$ cat config.mk
export PLATFORM = sky130hd
export DESIGN_NAME = bog_batch_gate
export DESIGN_NICKNAME = d
export VERILOG_FILES = /design/src/hdl/bog_pkg.sv /design/src/hdl/bog_sw_if.sv /design/src/hdl/bog_debounce.sv /design/src/hdl/bog_batch_gate.sv
export SDC_FILE = /design/constraint.sdc
export NUM_CORES = 1
export LEC_CHECK = 0
export ABC_AREA = 0
export ABC_CLOCK_PERIOD_IN_PS = 3000
export BUFFER_PORTS_ARGS = -buffer_cell sky130_fd_sc_hd__buf_2
export CAP_MARGIN = 5
export CORE_ASPECT_RATIO = 2
export CORE_MARGIN = 2
export CORE_UTILIZATION = 59
export CTS_BUF_LIST = sky130_fd_sc_hd__clkbuf_16
export CTS_CLUSTER_DIAMETER = 80
export DETAILED_ROUTE_END_ITERATION = 7
export MAX_ROUTING_LAYER = met4
export PLACE_DENSITY = 0.9
export SYNTH_ARGS = -nofsm -noshare
export SYNTH_HDL_FRONTEND = slang
export SYNTH_SLANG_ARGS = --single-unit
export TNS_END_PERCENT = 1
$ cat constraint.sdc
create_clock -name clk_i -period 3 [get_ports clk_i]
set_input_delay 0.3 -clock clk_i [delete_from_list [all_inputs] [get_ports clk_i]]
set_output_delay 0.3 -clock clk_i [all_outputs]
set_load 0.005 [all_outputs]
$ cat src/hdl/bog_pkg.sv
package bog_pkg;

  // Clock rate and timing figures.
  localparam int unsigned CLK_HZ = 100_000_000;
  localparam int unsigned DEBOUNCE_MS = 10;
  localparam int unsigned DEBOUNCE_CYC = CLK_HZ / 1000 * DEBOUNCE_MS;
  localparam int unsigned BLINK_MS = 250;
  localparam int unsigned BLINK_CYC = CLK_HZ / 1000 * BLINK_MS;

  // Conditioned input bit positions.
  localparam int unsigned NUM_IN = 7;
  localparam int unsigned IN_SW_ONE = 0;
  localparam int unsigned IN_SW_TWO = 1;
  localparam int unsigned IN_SW_THREE = 2;
  localparam int unsigned IN_SW_FOUR = 3;
  localparam int unsigned IN_INHIBIT = 4;
  localparam int unsigned IN_SECURE = 5;
  localparam int unsigned IN_POWER = 6;

  // Widths and menu sizes.
  localparam int unsigned QTY_W = 32;
  localparam int unsigned CODE_W = 16;
  localparam int unsigned NUM_SUB = 4;
  localparam logic [1:0] SUB_INFO = 2'h3;
  localparam logic [1:0] OPR_CONFIGURE = 2'h3;
  localparam logic [1:0] LAST_DIGIT = 2'h3;
  localparam logic [3:0] BCD_NINE = 4'h9;

  // Output signal selection codes.
  localparam logic [2:0] SEL_UNUSED = 3'h0;
  localparam logic [2:0] SEL_CONTROL2 = 3'h1;
  localparam logic [2:0] SEL_CONTROL3 = 3'h2;
  localparam logic [2:0] SEL_FLOW_ALARM = 3'h3;
  localparam logic [2:0] SEL_RESET_STAT = 3'h4;
  localparam logic [2:0] SEL_BATCH_STAT = 3'h5;
  localparam logic [2:0] SEL_PULSE_OUT = 3'h6;

  // Batch sequence states.
  typedef enum logic [3:0] {
    BS_READY = 4'h1,
    BS_RUNNING = 4'h2,
    BS_PAUSED = 4'h4,
    BS_COMPLETE = 4'h8
  } bog_batch_type;

  // Menu states.
  typedef enum logic [6:0] {
    MS_OPERATE = 7'h01,
    MS_OPR_CODE = 7'h02,
    MS_OPR_MENU = 7'h04,
    MS_CFG_CODE = 7'h08,
    MS_MAIN = 7'h10,
    MS_SUB = 7'h20,
    MS_FUNC = 7'h40
  } bog_menu_type;

endpackage

$ cat src/hdl/bog_sw_if.sv
`timescale 1ns/100ps
`default_nettype none
interface bog_sw_if #(parameter int unsigned N = 7);
  logic [N-1:0] level;
  logic [N-1:0] press;

  // The conditioner drives, the controller reads.
  modport producer (output level, output press);
  modport consumer (input level, input press);
endinterface
`default_nettype wire

$ cat src/hdl/bog_debounce.sv
`timescale 1ns/100ps
`default_nettype none
module bog_debounce #(
  parameter int unsigned N = 7,
  parameter int unsigned CYC = 1_000_000
) (
  // Clock and reset.
  input wire logic clk_i,
  input wire logic rst_i,
  // Raw pins.
  input wire logic [N-1:0] raw_i,
  // Conditioned levels and press pulses.
  bog_sw_if.producer sw
);
  localparam int unsigned CW = $clog2(CYC + 1);
  localparam logic [CW-1:0] CNT_LAST = CW'(CYC - 1);

  logic [N-1:0] s1_q;
  logic [N-1:0] s2_q;
  logic [N-1:0] s3_q;
  logic [N-1:0] level_q;
  logic [N-1:0] press_q;
  logic [CW-1:0] cnt_q [N];

  // Three-stage synchroniser; only the second stage reads the first.
  always_ff @(posedge clk_i)
  begin
    if (rst_i)
    begin
      s1_q <= '0;
      s2_q <= '0;
      s3_q <= '0;
    end
    else
    begin
      s1_q <= raw_i;
      s2_q <= s1_q;
      s3_q <= s2_q;
    end
  end

  // A new level is taken only after it has stood agreed for the whole window.
  always_ff @(posedge clk_i)
  begin
    if (rst_i)
    begin
      level_q <= '0;
      press_q <= '0;
      for (int i = 0; i < N; i++)
        cnt_q[i] <= '0;
    end
    else
    begin
      for (int i = 0; i < N; i++)
      begin
        press_q[i] <= 1'b0;
        if ((s2_q[i] != s3_q[i]) || (s3_q[i] == level_q[i]))
          cnt_q[i] <= '0;
        else if (cnt_q[i] == CNT_LAST)
        begin
          cnt_q[i] <= '0;
          level_q[i] <= s3_q[i];
          press_q[i] <= s3_q[i];
        end
        else
          cnt_q[i] <= cnt_q[i] + 1'b1;
      end
    end
  end

  assign sw.level = level_q;
  assign sw.press = press_q;
endmodule
`default_nettype wire

$ cat src/hdl/bog_batch_gate.sv
`timescale 1ns/100ps
`default_nettype none
module bog_batch_gate
  import bog_pkg::*;
#(
  parameter int unsigned DEBOUNCE = DEBOUNCE_CYC,
  parameter int unsigned BLINK = BLINK_CYC
) (
  // Clock and reset.
  input wire logic clk_i,
  input wire logic rst_i,
  // External switches and links.
  input wire logic ext_switch_one_i,
  input wire logic ext_switch_two_i,
  input wire logic ext_switch_three_i,
  input wire logic ext_switch_four_i,
  input wire logic inhibit_link_i,
  input wire logic security_link_i,
  input wire logic power_ok_i,
  // Flow front end, same clock.
  input wire logic flow_pulse_i,
  input wire logic [QTY_W-1:0] batch_size_i,
  input wire logic flow_alarm_i,
  input wire logic pulse_out_i,
  // Configuration.
  input wire logic cfg_code_en_i,
  input wire logic [CODE_W-1:0] cfg_code_i,
  input wire logic opr_code_en_i,
  input wire logic [CODE_W-1:0] opr_code_i,
  input wire logic opr_cfg_en_i,
  input wire logic option_fitted_i,
  input wire logic [2:0] out2_sel_i,
  input wire logic [2:0] out3_sel_i,
  input wire logic [2:0] out4_sel_i,
  input wire logic [2:0] out5_sel_i,
  input wire logic [2:0] out6_sel_i,
  input wire logic [3:0] item_count_i,
  input wire logic func_is_var_i,
  // Switch outputs.
  output logic control1_o,
  output logic out2_o,
  output logic out3_o,
  output logic out4_o,
  output logic out5_o,
  output logic out6_o,
  // Batch status.
  output logic [3:0] batch_state_o,
  output logic [QTY_W-1:0] batch_qty_o,
  output logic [QTY_W-1:0] grand_total_o,
  // Menu status.
  output logic [6:0] menu_state_o,
  output logic configuring_o,
  output logic [1:0] sub_o,
  output logic [3:0] highlight_o,
  output logic [CODE_W-1:0] edit_value_o,
  output logic [1:0] digit_pos_o,
  output logic highlight_blink_o,
  output logic highlight_on_o,
  output logic store_o,
  output logic access_denied_o
);
  localparam int unsigned BW = $clog2(BLINK + 1);
  localparam logic [BW-1:0] BLINK_LAST = BW'(BLINK - 1);

  bog_sw_if #(.N(NUM_IN)) sw_bus ();

  bog_batch_type batch_q;
  bog_menu_type menu_q;
  logic [QTY_W-1:0] qty_q;
  logic [QTY_W-1:0] total_q;
  logic [1:0] sub_q;
  logic [3:0] hl_q;
  logic [CODE_W-1:0] edit_q;
  logic [1:0] digit_q;
  logic store_q;
  logic denied_q;
  logic [BW-1:0] blink_cnt_q;
  logic blink_q;
  logic [6:0] ctl_q;

  // Returns a four-digit value with one digit stepped up or down modulo ten.
  function automatic logic [CODE_W-1:0] bcd_step(input logic [CODE_W-1:0] v,
                                                 input logic [1:0] pos,
                                                 input logic up);
    logic [CODE_W-1:0] r;
    logic [3:0] d;
    r = v;
    d = v[pos*4 +: 4];
    if (up)
      d = (d >= BCD_NINE) ? 4'h0 : d + 4'h1;
    else
      d = (d == 4'h0) ? BCD_NINE : d - 4'h1;
    r[pos*4 +: 4] = d;
    return r;
  endfunction

  // Picks one of the six selectable signals for an output.
  function automatic logic pick(input logic [2:0] sel, input logic [6:0] src);
    return (sel == SEL_UNUSED) ? 1'b0 : src[sel];
  endfunction

  // Switches, links and the supply monitor share one conditioner.
  bog_debounce #(.N(NUM_IN), .CYC(DEBOUNCE)) u_cond (
    .clk_i(clk_i),
    .rst_i(rst_i),
    .raw_i({power_ok_i, security_link_i, inhibit_link_i, ext_switch_four_i,
            ext_switch_three_i, ext_switch_two_i, ext_switch_one_i}),
    .sw(sw_bus.producer)
  );

  logic operating;
  logic k_start, k_stop, k_reset, k_menu, k_combo;
  logic k_down, k_up, k_next, k_enter;
  logic inhibit, secure, power_ok, cfg_allowed;

  // The same switches mean different keys outside and inside the menus.
  assign operating = (menu_q == MS_OPERATE);
  assign k_start = operating & sw_bus.press[IN_SW_ONE];
  assign k_stop = operating & sw_bus.press[IN_SW_TWO];
  assign k_reset = operating & sw_bus.press[IN_SW_THREE] & ~sw_bus.level[IN_SW_FOUR];
  assign k_combo = operating & ((sw_bus.press[IN_SW_THREE] & sw_bus.level[IN_SW_FOUR]) |
                   (sw_bus.press[IN_SW_FOUR] & sw_bus.level[IN_SW_THREE]));
  assign k_menu = operating & sw_bus.press[IN_SW_FOUR] & ~sw_bus.level[IN_SW_THREE];
  assign k_down = ~operating & sw_bus.press[IN_SW_ONE];
  assign k_up = ~operating & sw_bus.press[IN_SW_TWO];
  assign k_next = ~operating & sw_bus.press[IN_SW_THREE];
  assign k_enter = ~operating & sw_bus.press[IN_SW_FOUR];
  assign inhibit = sw_bus.level[IN_INHIBIT];
  assign secure = sw_bus.level[IN_SECURE];
  assign power_ok = sw_bus.level[IN_POWER];
  // Entry is only from ready, never while running or paused.
  assign cfg_allowed = secure & (batch_q == BS_READY);

  // Batch sequence; the inhibit link plays no part here so outputs never move with it.
  always_ff @(posedge clk_i)
  begin
    if (rst_i)
      batch_q <= BS_READY;
    else
    begin
      case (batch_q)
        BS_READY:
          if (k_start)
            batch_q <= BS_RUNNING;
        BS_RUNNING:
          if (k_stop)
            batch_q <= BS_PAUSED;
          else if (qty_q >= batch_size_i)
            batch_q <= BS_COMPLETE;
        BS_PAUSED:
          if (k_start)
            batch_q <= BS_RUNNING;
          else if (k_reset)
            batch_q <= BS_READY;
        BS_COMPLETE:
          if (k_reset)
            batch_q <= BS_READY;
        default:
          batch_q <= BS_READY;
      endcase
    end
  end

  // Flow is counted while running or paused, unless the inhibit link is made.
  always_ff @(posedge clk_i)
  begin
    if (rst_i)
    begin
      qty_q <= '0;
      total_q <= '0;
    end
    else if (batch_q == BS_READY)
      qty_q <= '0;
    else if (flow_pulse_i && !inhibit && (batch_q != BS_COMPLETE))
    begin
      qty_q <= qty_q + 1'b1;
      total_q <= total_q + 1'b1;
    end
  end

  // Menu walk; a denied entry falls back to the operating screen.
  always_ff @(posedge clk_i)
  begin
    if (rst_i)
    begin
      menu_q <= MS_OPERATE;
      sub_q <= '0;
      hl_q <= '0;
      edit_q <= '0;
      digit_q <= '0;
      store_q <= 1'b0;
      denied_q <= 1'b0;
    end
    else
    begin
      store_q <= 1'b0;
      denied_q <= 1'b0;
      case (menu_q)
        MS_OPERATE:
          if (k_combo)
          begin
            edit_q <= '0;
            digit_q <= '0;
            hl_q <= '0;
            if (!cfg_allowed)
              denied_q <= 1'b1;
            else
              menu_q <= cfg_code_en_i ? MS_CFG_CODE : MS_MAIN;
          end
          else if (k_menu)
          begin
            edit_q <= '0;
            digit_q <= '0;
            hl_q <= '0;
            menu_q <= opr_code_en_i ? MS_OPR_CODE : MS_OPR_MENU;
          end
        MS_OPR_CODE, MS_CFG_CODE:
          if (k_up || k_down)
            edit_q <= bcd_step(edit_q, digit_q, k_up);
          else if (k_next)
            digit_q <= digit_q + 2'h1;
          else if (k_enter)
          begin
            digit_q <= '0;
            if (menu_q == MS_OPR_CODE && edit_q == opr_code_i)
              menu_q <= MS_OPR_MENU;
            else if (menu_q == MS_CFG_CODE && edit_q == cfg_code_i && cfg_allowed)
              menu_q <= MS_MAIN;
            else
            begin
              denied_q <= 1'b1;
              menu_q <= MS_OPERATE;
            end
          end
        MS_OPR_MENU:
          if (k_up || k_down)
            hl_q <= {2'h0, hl_q[1:0] + (k_up ? 2'h3 : 2'h1)};
          else if (k_enter)
          begin
            edit_q <= '0;
            if (hl_q[1:0] == OPR_CONFIGURE && opr_cfg_en_i && cfg_allowed)
            begin
              hl_q <= '0;
              menu_q <= cfg_code_en_i ? MS_CFG_CODE : MS_MAIN;
            end
            else
            begin
              denied_q <= (hl_q[1:0] == OPR_CONFIGURE);
              menu_q <= MS_OPERATE;
            end
          end
        MS_MAIN:
          if (k_up || k_down)
            hl_q <= {2'h0, hl_q[1:0] + (k_up ? 2'h3 : 2'h1)};
          else if (k_next)
          begin
            sub_q <= hl_q[1:0];
            hl_q <= '0;
            menu_q <= MS_SUB;
          end
          else if (k_enter)
            menu_q <= MS_OPERATE;
        MS_SUB:
          if (k_up && item_count_i != 4'h0)
            hl_q <= (hl_q == 4'h0) ? item_count_i - 4'h1 : hl_q - 4'h1;
          else if (k_down && item_count_i != 4'h0)
            hl_q <= (hl_q + 4'h1 >= item_count_i) ? 4'h0 : hl_q + 4'h1;
          else if (k_next && sub_q != SUB_INFO)
          begin
            edit_q <= '0;
            digit_q <= '0;
            menu_q <= MS_FUNC;
          end
          else if (k_enter)
          begin
            hl_q <= {2'h0, sub_q};
            menu_q <= MS_MAIN;
          end
        MS_FUNC:
          if (func_is_var_i && (k_up || k_down))
            edit_q <= bcd_step(edit_q, digit_q, k_up);
          else if (func_is_var_i && k_next)
            digit_q <= digit_q + 2'h1;
          else if (!func_is_var_i && k_up && item_count_i != 4'h0)
            edit_q <= (edit_q == '0) ? CODE_W'(item_count_i - 4'h1) : edit_q - 1'b1;
          else if (!func_is_var_i && k_down && item_count_i != 4'h0)
            edit_q <= (edit_q + 1'b1 >= CODE_W'(item_count_i)) ? '0 : edit_q + 1'b1;
          else if (k_enter)
          begin
            store_q <= 1'b1;
            menu_q <= MS_SUB;
          end
        default:
          menu_q <= MS_OPERATE;
      endcase
    end
  end

  // Blink phase for the flashing highlight bar.
  always_ff @(posedge clk_i)
  begin
    if (rst_i)
    begin
      blink_cnt_q <= '0;
      blink_q <= 1'b1;
    end
    else if (blink_cnt_q == BLINK_LAST)
    begin
      blink_cnt_q <= '0;
      blink_q <= ~blink_q;
    end
    else
      blink_cnt_q <= blink_cnt_q + 1'b1;
  end

  logic editing;
  logic [6:0] src;

  // Code and function screens flash; menu screens hold the bar steady.
  assign editing = (menu_q == MS_FUNC) || (menu_q == MS_CFG_CODE) ||
                   (menu_q == MS_OPR_CODE);
  // Selectable signal sources, indexed by selection code.
  assign src = {pulse_out_i, (batch_q == BS_RUNNING) || (batch_q == BS_PAUSED),
                batch_q == BS_READY, flow_alarm_i, batch_q == BS_RUNNING,
                batch_q == BS_RUNNING, 1'b0};

  // Switch outputs are registered and forced open without a good supply.
  always_ff @(posedge clk_i)
  begin
    if (rst_i)
      ctl_q <= '0;
    else if (!power_ok)
      ctl_q <= '0;
    else
    begin
      ctl_q[0] <= (batch_q == BS_RUNNING);
      ctl_q[1] <= pick(out2_sel_i, src);
      ctl_q[2] <= pick(out3_sel_i, src);
      ctl_q[3] <= option_fitted_i & pick(out4_sel_i, src);
      ctl_q[4] <= option_fitted_i & pick(out5_sel_i, src);
      ctl_q[5] <= option_fitted_i & pick(out6_sel_i, src);
      ctl_q[6] <= editing ? blink_q : ~operating;
    end
  end

  assign control1_o = ctl_q[0];
  assign out2_o = ctl_q[1];
  assign out3_o = ctl_q[2];
  assign out4_o = ctl_q[3];
  assign out5_o = ctl_q[4];
  assign out6_o = ctl_q[5];
  assign highlight_on_o = ctl_q[6];
  assign batch_state_o = batch_q;
  assign batch_qty_o = qty_q;
  assign grand_total_o = total_q;
  assign menu_state_o = menu_q;
  assign sub_o = sub_q;
  assign highlight_o = hl_q;
  assign edit_value_o = edit_q;
  assign digit_pos_o = digit_q;
  assign store_o = store_q;
  assign access_denied_o = denied_q;

  // Status flags derived from registered menu state.
  always_ff @(posedge clk_i)
  begin
    if (rst_i)
    begin
      configuring_o <= 1'b0;
      highlight_blink_o <= 1'b0;
    end
    else
    begin
      configuring_o <= ~operating;
      highlight_blink_o <= editing;
    end
  end
endmodule
`default_nettype wire

==> results_dict.tcl <==
set metrics [dict create \
    routed_wl_um 55280 \
    worst_setup_path_start_kind "register" \
    cp_cell_sequence "or4_1 > a2111oi_0 > a21oi_1 > o2111ai_2 > a21oi_1 > buf_4 > nand2_2 > o32ai_1" \
    combPwrFrac 0.184 \
    grt_setup_unrepaired "false" \
    avgSynthCellArea_um2 8.908 \
    grt_usage 0.3507 \
    crit_fanout 11 \
    hp-class "primary input to register" \
    io_pins 210 \
    cts-root-buf "clkbuf_16" \
    p_sw_mw 2.947 \
    power_mw 10.32 \
    synth_warnings 0 \
    maxCapViolations 0 \
    place_ws_ps 196.6 \
    initial_core_util 0.5967 \
    power.leakage_nw 8.609 \
    via_count 16930 \
    dieArea_mm2 0.03190 \
    avgRoutedWirePerCell_um 19.64 \
    seq_area_frac_synth 0.4218 \
    yosysTopAreaCell "edfxtp_1" \
    p_seq_frac 0.449 \
    status "finished clean" \
    worstMarginPinSlew_ps 770.0 \
    yosysTopAreaCellShare 0.2343 \
    min-delay-start "cfg_code_en_i" \
    antenna-diode-count 0 \
    cts_max_level 1 \
    ant_nets 0 \
    cts_buffers 28 \
    critical_path_buf_inv_count 1 \
    slew-limit-headroom 0.4848 \
    cpMostUsedCell "a21oi_1" \
    cp.required_ps 3430 \
    fillerInstances 2130 \
    core_mm2 0.03007 \
    synth-edff-count 140 \
    dp_cells 2751 \
    yosys-top-cells-area "edfxtp_1 (23%), dfxtp_1 (19%), nor2_1 (6.9%)" \
    drc 0 \
    cts_setup_buffers 0 \
    cts_buffer_depth 3 \
    async_reset_ff_frac 0 \
    area_delta_synth_final_pct 19.63 \
    fin_util 0.7139 \
    cts_num_sinks 308 \
    critPathSlowestCell "or4_1" \
    final_cells 2815 \
    path_class "register to register" \
    placementRows 90 \
    die_width_um 127.3 \
    ys.flop_type "dfxtp_1" \
    nets 2592 \
    overflow 0 \
    setup_violations 0 \
    max_stage_delay_ps 640 \
    max_freq_mhz 357.4 \
    vdd_drop_max_mv 0.4608 \
    swShare 0.2855 \
    grt_pass1_vias 17180 \
    internal-power_mw 7.376 \
    antenna_found_initial 0 \
    fin_ws_ps 202.1 \
    dp_hpwl_um 41020 \
    r2r-start "menu_state_o[6]" \
    worstSetupEndpointType "register" \
    syn-instance-count 2014 \
    clock_skew_ps 9.659 \
    drtIter0Drc 1190 \
    syn_area_mm2 0.01794 \
    clkPwrFrac 0.367 \
    period_needed_ps 2798 \
    hold_viol_final 0 \
    fin_crit_sh 0.9326 \
    final_layout_size_suffix_gt1_frac 0.1537 \
    io_buffers 209 \
    worstSetupStartpoint "menu_state_o[6]" \
    critPathTopFamily "compound AO/OA/AOI/OAI gates" \
    final_max_slew_viol_count 0 \
    insertion_delay_ps 560 \
    grt_pass1_wl_um 86580 \
    grt_max_degree 68 \
    vias_per_cell 6.015 \
    p_per_area_mw_per_mm2 481.0 \
    tns_ps 0 \
    fp.dieH_um 250.6 \
    arrival_ps 3230 \
    clk_pin_slew_ps 80 \
    yosys_register_bits 308 \
    synth_cell_types 83 \
    drt_pass1_iterations 5 \
    cts_tree "yes" \
    place_congestion 1.019 \
]
power groups by stage:
stage               combinational (mW)  sequential (mW)  clock (mW)
global route                      2.03             4.65        3.97
finish                            1.90             4.64        3.78
floorplan                         1.11             4.68           0
CTS                               1.81             4.63        3.81
global placement                  1.77             4.71           0
detailed placement                1.79             4.72           0
layer usage:
metal / global-route usage / vias to the layer above / share of wire
met3: 0.05233 / 320 / 0.057
met1: 0.3251 / 7983 / 0.32
met2: 0.6394 / 791 / 0.53
met4: 0.2537 / 0 / 0.090
li1: - / 7837 / -
met5: - / - / 0
final cells by class:
type	count	area [um2]	area share
Sequential cell	308	7569	0.3526
Timing Repair Buffer	305	1837	0.08558
Clock buffer	31	775.7	0.03614
Clock inverter	21	187.7	0.008744
Multi-Input combinational cell	1693	10300	0.4799
Inverter	89	334.1	0.01556
Tap cell	368	460.4	0.02145
placed cells by master (no fill, tap or decap), types with 26 or more instances in the layout:
| cell type | count |
|---|---|
| conb_1 | 140 |
| and3_1 | 47 |
| ha_1 | 67 |
| or3_1 | 26 |
| a21oi_1 | 74 |
| clkbuf_16 | 31 |
| o21ai_0 | 78 |
| xnor2_1 | 116 |
| edfxtp_1 | 140 |
| nand2_1 | 144 |
| inv_1 | 92 |
| nor2b_1 | 27 |
| nor2_1 | 332 |
| nor3_1 | 44 |
| nand4_1 | 54 |
| xor2_1 | 128 |
| buf_4 | 82 |
| dfxtp_1 | 167 |
| nand3_1 | 107 |
| buf_2 | 208 |
metrics by stage:
stage | hold WS, ps | area (um2)
floorplan | 408.9 | 18460
global placement | 420.3 | 20370
CTS | 5.196 | 21450
finish | 28.25 | 21460
global route | 28.03 | 21460
detailed placement | 431.7 | 20370
cells in the mapped netlist (all sizes together), types with 5 or more instances:
cell,instances
or3,26
xnor2,116
ha,67
a21oi,75
edfxtp,140
nor4b,8
a2111oi,7
nand4,54
nand3b,8
nor2b,27
o2bb2ai,7
o21ai,96
a22oi,5
and4,17
dfxtp,168
nor2,332
nand3,107
or2,7
o21a,5
o211ai,11
a21boi,5
xor2,128
a22o,7
mux2i,10
nor4,27
and2,13
nor3,48
nor3b,6
nand2,145
a31oi,10
a21o,19
or4,8
clkbuf,40
nand2b,20
buf,23
a211oi,12
and3,47
a221oi,6
o22ai,12
inv,89
o32ai,5
worst register-to-register path, stage by stage, from the launching register on:
cell and delay, ps:
dfxtp_1 400, or4_1 640, a2111oi_0 610, a21oi_1 150
o2111ai_2 160, a21oi_1 130, buf_4 220, nand2_2 250
o32ai_1 110
final timing paths:
check | cells after the start | end | slack [ps]
worst max register to register | 8 | edit_value_o[14] | 200
worst max-delay path | 8 | edit_value_o[14] | 200
worst min-delay path | 3 | menu_state_o[3] | 30
worst min register to register | 1 | u_cond.s2_q[5] | 450
flip-flops by register name, summed over array words and instances, names as in the netlist, 16 cells and up:
| name | count |
|---|---|
| grand_total_o | 32 |
| batch_qty_o | 32 |
| blink_cnt_q | 25 |
| u_cond.cnt_q | 140 |
| edit_value_o | 16 |
timing repair:
item,in CTS,in global routing
hold buffers,12,0
setup endpoints to repair,0,8
endpoints found under the hold margin,12,0
resized for setup,0,3
cells by family (layout without fill, tap and decap cells):
| kind of cell | after synthesis | in the layout | share of synthesized area |
|---|---|---|---|
| muxes | 15 | 15 | 0.01123 |
| DFF | 308 | 308 | 0.4218 |
| other | 1 | 140 | 0.0002090 |
| AOI/OAI and AO/OA | 312 | 312 | 0.1130 |
| and+or+nand+nor | 915 | 915 | 0.2541 |
| buffers and inverters | 152 | 446 | 0.03382 |
| adders and majority gates | 67 | 67 | 0.04673 |
| xor gates and xnor gates | 244 | 244 | 0.1191 |
Note: power is estimated with default switching activity, not from simulation.
